--- src/verilog/usb_slave_regs_pkg.sv ---
// constants and types for the usb slave control and status register group
package usb_slave_regs_pkg;

  // register offsets, as seen through the address pointer
  localparam logic [7:0] OFS_CONTROL_ONE   = 8'h05;
  localparam logic [7:0] OFS_IRQ_ENABLE    = 8'h06;
  localparam logic [7:0] OFS_DEVICE_ADDR   = 8'h07;
  localparam logic [7:0] OFS_IRQ_FLAGS     = 8'h0D;
  localparam logic [7:0] OFS_BUFFER_SET    = 8'h0E;
  localparam logic [7:0] OFS_ROLE_POLARITY = 8'h0F;
  localparam logic [7:0] OFS_FRAME_LOW     = 8'h15;
  localparam logic [7:0] OFS_FRAME_HIGH    = 8'h16;
  localparam logic [7:0] OFS_DMA_CNT_LOW   = 8'h35;
  localparam logic [7:0] OFS_DMA_CNT_HIGH  = 8'h36;

  // reset values
  localparam logic [7:0]  RST_BYTE     = 8'h00;
  localparam logic [7:0]  RST_ADDR     = 8'h00;
  localparam logic [15:0] RST_COUNT    = 16'h0000;
  localparam logic [15:0] COUNT_ONE    = 16'h0001;
  localparam logic [7:0]  UNMAPPED_VAL = 8'h00;

  // interrupt flag and enable bit positions
  localparam int FLAG_DMA_BUSY  = 7;
  localparam int FLAG_BUS_RESET = 6;
  localparam int FLAG_SOF       = 5;
  localparam int FLAG_DMA_DONE  = 4;
  localparam int NUM_ENDPOINTS  = 4;

  // control register one bit positions
  localparam int CTL1_USB_ENABLE = 0;
  localparam int CTL1_DMA_ENABLE = 1;
  localparam int CTL1_DMA_DIR    = 2;

  // role and polarity register bit positions
  localparam int CTL2_MASTER = 7;
  localparam int CTL2_SWAP   = 6;

  // frame number placement
  localparam int FRAME_BITS = 11;

  // dma handshake states, gray coded along idle, request, acknowledge
  typedef enum logic [1:0] {
    DMA_IDLE = 2'b00,
    DMA_REQ  = 2'b01,
    DMA_ACK  = 2'b11
  } dma_state_t;

  // events reported by the usb engine, one-cycle pulses
  typedef struct packed {
    logic                     bus_reset;
    logic                     sof;
    logic [NUM_ENDPOINTS-1:0] ep_done;
  } usb_evt_t;

  // token address seen by the usb engine
  typedef struct packed {
    logic       valid;
    logic [6:0] addr;
  } usb_token_t;

endpackage

--- src/verilog/usb_slave_ctrl_status_regs.sv ---
// control and status register group of a usb slave controller with 8-bit host port
// Notes on behaviour
// - device address register is zero after power-up and reset.
// - after addressing, only transactions to the held address are accepted.
// - status read gives pending flags; writing one clears, zero leaves.
// - status bit 7 shows dma in progress and never raises an interrupt.
// - flags: 6 bus reset, 5 sof, 4 dma done, 3..0 endpoint done.
// - interrupt request output is active high.
// - interrupt reflects only enabled flags; enables never alter flags.
// - buffer set register bits 3..0 give set a or b; 7..4 reserved.
// - role register bit 7: one is master, zero is slave only while the role pin is one.
// - role register bit 6 swaps d+ and d- polarity; 5..0 reserved.
// - frame low holds seven frame bits in 7..1, updated on each sof.
// - frame high holds four frame bits in 7..4, updated on each sof.
// - dma total count is sixteen bits across low and high bytes.
// - writing dma count high starts dma when dma enable is set, the role pin is one and the count is not zero.
// - endpoint three is served only through dma.
// - control one bit 1 enables dma, bit 2 selects read direction.
// - select low loads write-only pointer; high accesses the register.
// - register accesses happen only with chip select and a strobe both low.
// - slave dma handshake uses request out and acknowledge in, low active.
// - active-low reset pin places the block in reset.
// - role pin zero selects host, one selects slave unless role register bit 7 is set.
// - clock multiply pin one enables the four-times multiplier.
module usb_slave_ctrl_status_regs
  import usb_slave_regs_pkg::*;
(
  // clock and resets
  input  wire logic       ref_clk,
  input  wire logic       rst,
  input  wire logic       reset_in_n,
  // configuration pins
  input  wire logic       role_select,
  input  wire logic       clock_multiply_sel,
  // processor port
  input  wire logic       chip_select_n,
  input  wire logic       read_strobe_n,
  input  wire logic       write_strobe_n,
  input  wire logic       pointer_data_select,
  input  wire logic [7:0] data_in,
  output logic      [7:0] data_out,
  output logic            data_oe_n,
  output logic            irq_out,
  // dma handshake
  output logic            dma_req_n,
  input  wire logic       dma_ack_n,
  // usb engine side
  input  wire usb_evt_t   usb_evt,
  input  wire usb_token_t usb_token,
  input  wire logic [FRAME_BITS-1:0] sof_frame,
  input  wire logic [NUM_ENDPOINTS-1:0] ep_buffer_set,
  input  wire logic [7:0] ep3_rd_data,
  // outputs to the usb engine
  output logic            addr_match,
  output logic            usb_enable,
  output logic            host_mode,
  output logic            polarity_swap,
  output logic            pll_enable,
  output logic            ep3_dma_stb,
  output logic            ep3_dma_write,
  output logic      [7:0] ep3_dma_data
);

  logic       reset_all;
  logic       cpu_rd_q;
  logic       cpu_wr_q;
  logic       dma_rd_q;
  logic       dma_wr_q;
  logic       cpu_rd_start;
  logic       cpu_wr_start;
  logic       dma_rd_start;
  logic       dma_wr_start;
  logic       reg_wr;
  logic       reg_rd;
  logic [7:0] pointer_q;
  logic [7:0] control_one_q;
  logic [7:0] irq_enable_q;
  logic [7:0] device_addr_q;
  logic [6:0] flags_q;
  logic [7:0] role_polarity_q;
  logic [7:0] frame_low_q;
  logic [7:0] frame_high_q;
  logic [15:0] dma_count_q;
  logic       dma_busy;
  logic       dma_done_pulse;
  logic       dma_start;
  logic       dma_byte;
  logic [6:0] flag_set;
  logic [6:0] flag_clr;
  logic [7:0] status_view;
  logic [7:0] rd_value;
  dma_state_t dma_state_q;

  // either reset source clears the block
  assign reset_all = rst | ~reset_in_n;

  // access qualification: chip select with a strobe, dma uses acknowledge instead
  assign cpu_rd_start = ~chip_select_n & ~read_strobe_n & ~cpu_rd_q;
  assign cpu_wr_start = ~chip_select_n & ~write_strobe_n & ~cpu_wr_q;
  assign dma_rd_start = ~dma_ack_n & ~read_strobe_n & ~dma_rd_q;
  assign dma_wr_start = ~dma_ack_n & ~write_strobe_n & ~dma_wr_q;
  assign reg_wr       = cpu_wr_start & pointer_data_select;
  assign reg_rd       = cpu_rd_start & pointer_data_select;

  // strobe history for edge detection
  always_ff @(posedge ref_clk) begin
    if (reset_all) begin
      cpu_rd_q <= 1'b0;
      cpu_wr_q <= 1'b0;
      dma_rd_q <= 1'b0;
      dma_wr_q <= 1'b0;
    end else begin
      cpu_rd_q <= ~chip_select_n & ~read_strobe_n;
      cpu_wr_q <= ~chip_select_n & ~write_strobe_n;
      dma_rd_q <= ~dma_ack_n & ~read_strobe_n;
      dma_wr_q <= ~dma_ack_n & ~write_strobe_n;
    end
  end

  // write-only address pointer, loaded with select low
  always_ff @(posedge ref_clk) begin
    if (reset_all) begin
      pointer_q <= RST_BYTE;
    end else if (cpu_wr_start && !pointer_data_select) begin
      pointer_q <= data_in;
    end
  end

  // control register one: usb enable, dma enable and direction
  always_ff @(posedge ref_clk) begin
    if (reset_all) begin
      control_one_q <= RST_BYTE;
    end else if (reg_wr && pointer_q == OFS_CONTROL_ONE) begin
      control_one_q <= data_in;
    end
  end

  // interrupt enables, never touching the flags
  always_ff @(posedge ref_clk) begin
    if (reset_all) begin
      irq_enable_q <= RST_BYTE;
    end else if (reg_wr && pointer_q == OFS_IRQ_ENABLE) begin
      irq_enable_q <= data_in;
    end
  end

  // assigned device address
  always_ff @(posedge ref_clk) begin
    if (reset_all) begin
      device_addr_q <= RST_ADDR;
    end else if (reg_wr && pointer_q == OFS_DEVICE_ADDR) begin
      device_addr_q <= data_in;
    end
  end

  // role and polarity register, reserved bits kept zero
  always_ff @(posedge ref_clk) begin
    if (reset_all) begin
      role_polarity_q <= RST_BYTE;
    end else if (reg_wr && pointer_q == OFS_ROLE_POLARITY) begin
      role_polarity_q <= {data_in[CTL2_MASTER], data_in[CTL2_SWAP], 6'h00};
    end
  end

  // frame number capture on every sof; writes are ignored
  always_ff @(posedge ref_clk) begin
    if (reset_all) begin
      frame_low_q  <= RST_BYTE;
      frame_high_q <= RST_BYTE;
    end else if (usb_evt.sof) begin
      frame_low_q  <= {sof_frame[6:0], 1'b0};
      frame_high_q <= {sof_frame[10:7], 4'h0};
    end
  end

  // sixteen-bit dma count; counts down one per byte moved
  always_ff @(posedge ref_clk) begin
    if (reset_all) begin
      dma_count_q <= RST_COUNT;
    end else if (reg_wr && pointer_q == OFS_DMA_CNT_LOW) begin
      dma_count_q <= {dma_count_q[15:8], data_in};
    end else if (reg_wr && pointer_q == OFS_DMA_CNT_HIGH) begin
      dma_count_q <= {data_in, dma_count_q[7:0]};
    end else if (dma_byte) begin
      dma_count_q <= dma_count_q - COUNT_ONE;
    end
  end

  // dma start: high count write with dma enabled, role pin one only (role register bit 7 not checked)
  assign dma_start = reg_wr && pointer_q == OFS_DMA_CNT_HIGH &&
                     control_one_q[CTL1_DMA_ENABLE] && role_select;
  assign dma_busy  = dma_state_q != DMA_IDLE;
  assign dma_byte  = dma_state_q == DMA_ACK &&
                     (control_one_q[CTL1_DMA_DIR] ? dma_rd_start : dma_wr_start);
  assign dma_done_pulse = dma_byte && dma_count_q == COUNT_ONE;

  // dma handshake sequencer
  always_ff @(posedge ref_clk) begin
    if (reset_all) begin
      dma_state_q <= DMA_IDLE;
    end else begin
      case (dma_state_q)
        DMA_IDLE: begin
          if (dma_start && dma_count_q[7:0] != 8'h00) begin
            dma_state_q <= DMA_REQ;
          end else if (dma_start && data_in != 8'h00) begin
            dma_state_q <= DMA_REQ;
          end
        end
        DMA_REQ: begin
          if (!control_one_q[CTL1_DMA_ENABLE]) begin
            dma_state_q <= DMA_IDLE;
          end else if (!dma_ack_n) begin
            dma_state_q <= DMA_ACK;
          end
        end
        DMA_ACK: begin
          if (dma_done_pulse || !control_one_q[CTL1_DMA_ENABLE]) begin
            dma_state_q <= DMA_IDLE;
          end else if (dma_byte) begin
            dma_state_q <= DMA_REQ;
          end
        end
        default: begin
          dma_state_q <= DMA_IDLE;
        end
      endcase
    end
  end

  // request is low while waiting for an acknowledge
  always_ff @(posedge ref_clk) begin
    if (reset_all) begin
      dma_req_n <= 1'b1;
    end else begin
      dma_req_n <= ~((dma_state_q == DMA_IDLE && dma_start &&
                      {data_in, dma_count_q[7:0]} != RST_COUNT) ||
                     (dma_state_q == DMA_REQ && control_one_q[CTL1_DMA_ENABLE]) ||
                     (dma_state_q == DMA_ACK && dma_byte && !dma_done_pulse &&
                      control_one_q[CTL1_DMA_ENABLE]));
    end
  end

  // endpoint three byte path, reachable only from dma
  always_ff @(posedge ref_clk) begin
    if (reset_all) begin
      ep3_dma_stb   <= 1'b0;
      ep3_dma_write <= 1'b0;
      ep3_dma_data  <= RST_BYTE;
    end else begin
      ep3_dma_stb   <= dma_byte;
      ep3_dma_write <= ~control_one_q[CTL1_DMA_DIR];
      if (dma_byte && !control_one_q[CTL1_DMA_DIR]) begin
        ep3_dma_data <= data_in;
      end
    end
  end

  // sticky flags: set wins over a same-cycle clear
  assign flag_set = {usb_evt.bus_reset, usb_evt.sof, dma_done_pulse, usb_evt.ep_done};
  assign flag_clr = (reg_wr && pointer_q == OFS_IRQ_FLAGS) ? data_in[6:0] : 7'h00;

  always_ff @(posedge ref_clk) begin
    if (reset_all) begin
      flags_q <= 7'h00;
    end else begin
      flags_q <= flag_set | (flags_q & ~flag_clr);
    end
  end

  // status view with live dma busy on top
  assign status_view = {dma_busy, flags_q};

  // interrupt from enabled flags only; busy bit excluded
  always_ff @(posedge ref_clk) begin
    if (reset_all) begin
      irq_out <= 1'b0;
    end else begin
      irq_out <= |(flags_q & irq_enable_q[6:0]);
    end
  end

  // read multiplexer
  always_comb begin
    if (pointer_q == OFS_CONTROL_ONE) begin
      rd_value = control_one_q;
    end else if (pointer_q == OFS_IRQ_ENABLE) begin
      rd_value = irq_enable_q;
    end else if (pointer_q == OFS_DEVICE_ADDR) begin
      rd_value = device_addr_q;
    end else if (pointer_q == OFS_IRQ_FLAGS) begin
      rd_value = status_view;
    end else if (pointer_q == OFS_BUFFER_SET) begin
      rd_value = {4'h0, ep_buffer_set};
    end else if (pointer_q == OFS_ROLE_POLARITY) begin
      rd_value = role_polarity_q;
    end else if (pointer_q == OFS_FRAME_LOW) begin
      rd_value = frame_low_q;
    end else if (pointer_q == OFS_FRAME_HIGH) begin
      rd_value = frame_high_q;
    end else if (pointer_q == OFS_DMA_CNT_LOW) begin
      rd_value = dma_count_q[7:0];
    end else if (pointer_q == OFS_DMA_CNT_HIGH) begin
      rd_value = dma_count_q[15:8];
    end else begin
      rd_value = UNMAPPED_VAL;
    end
  end

  // data bus drive: register reads and dma reads from endpoint three
  always_ff @(posedge ref_clk) begin
    if (reset_all) begin
      data_out  <= RST_BYTE;
      data_oe_n <= 1'b1;
    end else begin
      if (reg_rd) begin
        data_out <= rd_value;
      end else if (dma_state_q == DMA_ACK && control_one_q[CTL1_DMA_DIR] && dma_rd_start) begin
        data_out <= ep3_rd_data;
      end
      data_oe_n <= ~((~chip_select_n & ~read_strobe_n & pointer_data_select) |
                     (dma_state_q == DMA_ACK && control_one_q[CTL1_DMA_DIR] &&
                      ~dma_ack_n && ~read_strobe_n));
    end
  end

  // address filter and mode outputs to the usb engine
  always_ff @(posedge ref_clk) begin
    if (reset_all) begin
      addr_match    <= 1'b0;
      usb_enable    <= 1'b0;
      host_mode     <= 1'b0;
      polarity_swap <= 1'b0;
      pll_enable    <= 1'b0;
    end else begin
      addr_match    <= usb_token.valid && usb_token.addr == device_addr_q[6:0];
      usb_enable    <= control_one_q[CTL1_USB_ENABLE];
      host_mode     <= role_polarity_q[CTL2_MASTER] | ~role_select;
      polarity_swap <= role_polarity_q[CTL2_SWAP];
      pll_enable    <= clock_multiply_sel;
    end
  end

endmodule

--- config.mk ---
export PLATFORM = sky130hd
export DESIGN_NAME = usb_slave_ctrl_status_regs
export DESIGN_NICKNAME = d
export VERILOG_FILES = /design/src/verilog/usb_slave_regs_pkg.sv /design/src/verilog/usb_slave_ctrl_status_regs.sv
export SDC_FILE = /design/constraint.sdc
export NUM_CORES = 1
export LEC_CHECK = 0
export ABC_CLOCK_PERIOD_IN_PS = 2800
export BUFFER_PORTS_ARGS = -buffer_cell sky130_fd_sc_hd__buf_2
export CAP_MARGIN = 20
export CORE_UTILIZATION = 61
export DETAILED_ROUTE_END_ITERATION = 7
export PLACE_DENSITY = 0.91
export SKIP_CTS_REPAIR_TIMING = 1
export SYNTH_ARGS = -nofsm -noshare
export SYNTH_HDL_FRONTEND = slang
export SYNTH_SLANG_ARGS = --single-unit
--- constraint.sdc ---
create_clock -name ref_clk -period 2.8 [get_ports ref_clk]
set_input_delay 0.28 -clock ref_clk [delete_from_list [all_inputs] [get_ports ref_clk]]
set_output_delay 0.28 -clock ref_clk [all_outputs]
set_load 0.1 [all_outputs]
==> summary.md, run 1 <==
| Metric | Value |
|---|---|
| Post-synth EDFFs | 0 |
| Cts bufs inserted | 9 |
| Max-cap violations | 0 |
| Fmax | 424 MHz |
| HP Start | usb_evt[1] |
| Synth Flop Type | dfxtp_1 |
| Die Y-Extent | 93.4 um |
| Leakage | 2.27 nW |
| Worst-Skew Late Latency | 390 ps |
| Post-Syn Nets | 666 |
| Die area | 8720 sq um |
| Hold path endpoint | flags_q[1] |
| Cell type with the largest total area after synthesis | dfxtp_1 |
| Start point of the critical path | pointer_q[0] |
| Worst hold path cell count | 3 |
| Peak VDD IR | 0.000328 V |
| Hold WC Path Type | in -> reg |
| Port Buf Inserts | 80 |
| Critical Path Sink Type | flip-flop |
| Vias | 5085 |
| Initial Util | 64.6% |
| Share of layout cells above drive strength 1 | 19.6% |
| Register bit total from synthesis | 100 |
| Crit-path cells | and4bb_2, a32oi_1, a311oi_1, nor3_1, a2111oi_2 |
| Clock-pin slew on the worst setup and hold paths | 110 ps |
| Area Overhead vs Synth | 12.8% |
| Mean post-synth cell area | 8.38 sq um |
| Fin cells | 775 |
| Vias in the first global route | 4669 |
| Placed cell count | 759 |
| YS warnings | 0 |
| Worst-path fanout max | 22 |
| Status | finished, final reports clean |
| Pins Over Slew Limit | 0 |
| Synth Cell Area | 5100 sq um |
| Final #Nets | 726 |
| Final wirelength | 15900 um |
| CTS root buffer | clkbuf_8 |
| ANT cells | 0 |
| Worst r2r dst | data_out[7] |
| All-Layer GR Usage | 37.8% |
| # DRC | 0 |
| Post-layout min period | 2360 ps |
| Yosys cell types | 79 |
| Std-Cell Rows | 32 |
| Slowest stage cell, crit path | dfxtp_1 |
| Final number of setup-violating endpoints | 0 |
| Clock sink total | 100 |
| Area share of the largest cell type after synthesis | 39.3% |
| Post-synth ARST share | 0% |
| Final Hold Violating Endpoints | 0 |
| Final Cell Area | 5750 sq um |
| Reg2reg path depth | 5 |
| H-tree levels | 3 |
| TritonCTS clock tree | yes |
| Final worst slack | 439 ps |
| Pre-CTS WS | 516 ps |
| WHS | 92.7 ps |
| Reg2reg start | pointer_q[0] |
| Routability congestion estimate | 1.06 |
| Vias per inst | 6.56 |
| Tcrit/Tclk final | 84.3% |
| Drt wl/cell | 20.5 um |
| RSZ-0062 raised after global routing | false |
| Critical path data arrival time | 2630 ps |
| Pin count of the biggest net entering global routing | 40 |
| Skew final | 17.4 ps |
| CTS max path bufs | 2 |
| Hpwl dp | 11600 um |
| Mapped Cells | 608 |
| First-pass GRT wire length | 24900 um |
| Reg2reg setup slack | 440 ps |
| Core area | 7890 sq um |
| Critical path data required time | 3070 ps |
| Setup TNS | 0 ps |
| Dominant cells by area after synthesis | dfxtp_1 (39%), mux2i_1 (7.9%), a21oi_1 (5.7%) |
| GRT overflow | 0 |
| Crit Path Class | reg -> reg |
| Worst rel slew slack | 41.5% |
| Power after layout | 2.59 mW |
| Initial antenna violation count | 0 |
| Area post-placement | 5560 sq um |
| Worst Tran Pin Value | 877 ps |
| Boundary pin count | 81 |
| Register area share after synthesis | 39.3% |
| Final antenna-violating net count | 0 |
| Die W | 93.4 um |
| CP Launch Type | flip-flop |
| Initial DRT Pass Iterations | 5 |
| Max incr delay on CP | 790 ps |
| Utilization after layout | 72.9% |
| Drt initial violations | 534 |
| Pwr Density | 451 nW/um^2 |
| Fillers | 632 |
synthesized netlist by cell type (all sizes together) (10+ instances only):
cell / n
nand3: 27
nand4: 11
a21oi: 59
clkbuf: 26
mux2i: 40
nor3: 17
buf: 20
o22ai: 10
o21ai: 33
nor2: 62
nand2b: 10
nand2: 58
dfxtp: 100
logic make-up after synthesis:
family	Yosys count	share of synthesized area [%]
compound gates	161	20.0
xor+xnor	14	2.41
fa+ha+maj	3	0.737
buf+inv	54	4.66
flops	100	39.3
mux	41	8.08
simple gates	235	24.8
critical path, delay by kind of cell, from the launching register on:
kind	cells	cell delay, ps
flops	1	790
compound gates	3	790
simple gates	2	660
metal layers:
metal	track usage (%)	vias up	wire, um
li1	-	2334	-
met1	51.7	2386	6680
met2	58.3	317	7090
met3	6.67	48	1600
met4	16.4	0	551
met5	0	-	0
area by class of cell:
cell class                 count  area [sq um]  share of cell area [%]
clock inverter                 6          53.8                   0.936
sequential                   100          2000                    34.8
tap                          102           128                    2.22
timing repair buffer          95           526                    9.14
inverter                       8          30.0                   0.522
clock buffer                  10           138                    2.39
multi-input combinational    454          2870                    50.0
worst max path at each step:
stage | slack, ps | cells after the start | to
CTS | 460 | 5 | data_out[7]
floorplan | 980 | 7 | dma_count_q[14]
global placement | 550 | 5 | dma_count_q[12]
global route | 260 | 5 | dma_count_q[12]
finish | 440 | 5 | data_out[7]
detailed placement | 520 | 5 | dma_count_q[12]
cells in the final DEF (no fill, tap or decap), types with 10 or more instances in the layout:
master	count
a21oi_1	58
buf_2	80
buf_4	14
clkbuf_8	10
dfxtp_1	100
mux2i_1	40
nand2_1	56
nand3_1	24
nand4_1	11
nor2_1	61
nor3_1	16
o21ai_0	24
o22ai_1	10
sequential cells by signal (all words and copies together) (netlist names), 2 cells and up:
register / cells
ep3_dma_data: 8
device_addr_q: 8
frame_low_q: 7
frame_high_q: 4
flags_q: 7
pointer_q: 8
irq_enable_q: 8
data_out: 8
role_polarity_q: 2
dma_count_q: 16
control_one_q: 8
dma_state_q: 2
power by group:
part,switching [mW],internal [mW]
clock network,0.552,0.364
registers,0.0153,1.44
logic,0.148,0.0738
Note: power is estimated with default switching activity, not from simulation.
==> inputs of run 2 (changes only) <==
- ABC_CLOCK_PERIOD_IN_PS: 2800 -> 2100
- CORE_UTILIZATION: 61 -> 51
- PLACE_DENSITY: 0.91 -> 0.82
- clock period: 2.8 -> 2.1 ns (I/O delays scaled with it)
==> run 2 against run 1 <==
Compared with the run above:
- worst hold slack got worse by 55 ps
- routed wire length rose by 4.1%
- clock skew fell by 1.3 ps
- maximum frequency rose by 16%
- setup slack got worse by 370 ps
- first-iteration DRC count fell by 6.2%
- final area rose by 4.0%
- sequential share of layout area fell by 1.3 points
- combinational power rose by 40%
- sequential power rose by 34%
- critical path type unchanged
==> summary.md, run 2 (synthesis gave the netlist of run 1 again) <==
| Metric | Value |
|---|---|
| Crit Path Class | reg -> reg |
| Routability congestion estimate | 1.04 (-2.0%) |
| Post-layout min period | 2030 ps (-331 ps) |
| CTS max path bufs | 2 (unchanged) |
| Critical path data required time | 2420 ps (-650 ps) |
| ANT cells | 0 (unchanged) |
| Vias | 5112 (+0.53%) |
| Gate power share | 8.8% (+0.2 points) |
| Commonest cells after routing, fill and taps aside | dfxtp_1 (99), buf_2 (80), nor2_1 (61) |
| Worst Tran Pin Value | 576 ps (-302 ps) |
| Skew final | 16.1 ps (-1.26 ps) |
| Final Hold Violating Endpoints | 0 (unchanged) |
| RSZ-0062 raised after global routing | false |
| Vias in the first global route | 4533 (-2.9%) |
| Final #Nets | 746 (+2.8%) |
| Clk pwr share | 36.3% (+0.9 points) |
| H-tree levels | 3 (unchanged) |
| Crit-path cells | buf_12, nand2b_1, o22ai_1, a2111oi_0, o22a_1, o2111a_1 |
| Max FFs per register | 16 (unchanged) |
| WHS | 37.3 ps (-55.3 ps) |
| Hpwl dp | 12100 um (+4.7%) |
| Final Cell Area | 5980 sq um (+4.0%) |
| Final wirelength | 16600 um (+4.1%) |
| Final antenna-violating net count | 0 (unchanged) |
| Hold WC Path Type | in -> reg |
| Max-cap violations | 0 (unchanged) |
| Tcrit/Tclk final | 96.7% (+12 points) |
| Utilization after layout | 61.5% (-11 points) |
| Net switching fraction of the power | 26.0% (-1.6 points) |
| Area post-placement | 5770 sq um (+3.9%) |
| Commonest non-fill, non-tap cell in the layout | dfxtp_1 |
| Cts bufs inserted | 9 (unchanged) |
| Reg2reg start | pointer_q[0] |
| Fin cells | 826 (+6.6%) |
| Start point of the critical path | pointer_q[0] |
| Drt initial violations | 501 (-6.2%) |
| Placed cell count | 810 (+6.7%) |
| Drt wl/cell | 20.1 um (-2.3%) |
| Fillers | 860 (+36%) |
| Final number of setup-violating endpoints | 0 (unchanged) |
| CP Launch Type | flip-flop |
| Boundary pin count | 81 (unchanged) |
| Status | finished, final reports clean |
| Peak VDD IR | 0.000367 V (+12%) |
| Pin count of the biggest net entering global routing | 46 (+15%) |
| Pins Over Slew Limit | 0 (unchanged) |
| GRT overflow | 0 (unchanged) |
| Critical Path Sink Type | flip-flop |
| Core area | 9730 sq um (+23%) |
| Clock sink total | 100 (unchanged) |
| Setup TNS | 0 ps (unchanged) |
| Initial antenna violation count | 1 (+1) |
| Slowest stage cell, crit path | a2111oi_0 |
| TritonCTS clock tree | yes |
| Share of layout cells above drive strength 1 | 22.2% (+2.6 points) |
| Pwr Density | 590 nW/um^2 (+31%) |
| Power after layout | 3.53 mW (+36%) |
| Critical path data arrival time | 2350 ps (-280 ps) |
| # DRC | 0 (unchanged) |
| Worst-path fanout max | 19 (-14%) |
| Initial DRT Pass Iterations | 5 (unchanged) |
| Die area | 10400 sq um (+19%) |
| Share of power burned in registers | 54.9% (-1.2 points) |
| Switching pwr | 917 uW (+28%) |
| Die Y-Extent | 102 um (+9.2%) |
| Std-Cell Rows | 36 (+13%) |
| Vias per inst | 6.19 (-5.7%) |
| Clock-pin slew on the worst setup and hold paths | 100 ps (about the same) |
| Max incr delay on CP | 580 ps (-210 ps) |
| Worst-Skew Late Latency | 370 ps (-20 ps) |
| Final worst slack | 70.0 ps (-369 ps) |
| Die W | 102 um (+9.2%) |
| Int Pwr | 2.61 mW (+39%) |
| Fmax | 493 MHz (+16%) |
| All-Layer GR Usage | 32.2% (-5.6 points) |
| Leakage | 2.38 nW (+5.1%) |
| Area Overhead vs Synth | 17.4% |
| First-pass GRT wire length | 24900 um (about the same) |
| Initial Util | 52.4% (-12 points) |
| Port Buf Inserts | 80 (unchanged) |
| Largest Register | dma_count_q |
| CTS root buffer | clkbuf_8 |
| Worst rel slew slack | 60.6% (+19 points) |
| Pre-CTS WS | 105 ps (-411 ps) |
| HP Start | clock_multiply_sel |
run 2: final cells by class:
cell class	instances	area (sq um)	area share (%)
multi-input combinational	454	2880	48.1
sequential	100	2000	33.5
timing repair buffer	115	701	11.7
tap	133	166	2.78
clock buffer	11	141	2.36
clock inverter	5	60.1	1.00
inverter	8	30.0	0.502
run 2: worst paths after layout:
check	end	slack [ps]	cells after the start
max	data_out[6]	70	6
min	pll_enable	40	2
max reg2reg	data_out[6]	70	6
min reg2reg	ep3_dma_data[2]	460	2
run 2: power groups by stage:
stage | combinational [mW] | sequential (mW) | clock (mW)
6_report | 0.311 | 1.94 | 1.28
5_1_grt | 0.330 | 1.94 | 1.35
4_1_cts | 0.306 | 1.93 | 1.28
3_5_place_dp | 0.305 | 1.98 | 0
3_3_place_gp | 0.303 | 1.98 | 0
2_1_floorplan | 0.138 | 2.01 | 0
run 2: routing by layer:
metal  track usage (%)  up-vias  wire length [um]
li1                  -     2372                 -
met1              45.6     2372              7190
met2              48.1      325              7270
met3              5.54       43              1650
met4              14.0        0               461
met5                 0        -                 0
run 2: worst max-delay path, delay by kind of cell, from the launching register on:
kind                   cells  cell delay (ps)
AND/OR/NAND/NOR            1              180
flip-flops                 1              440
buffers and inverters      1              180
AO/OA/AOI/OAI              4             1180
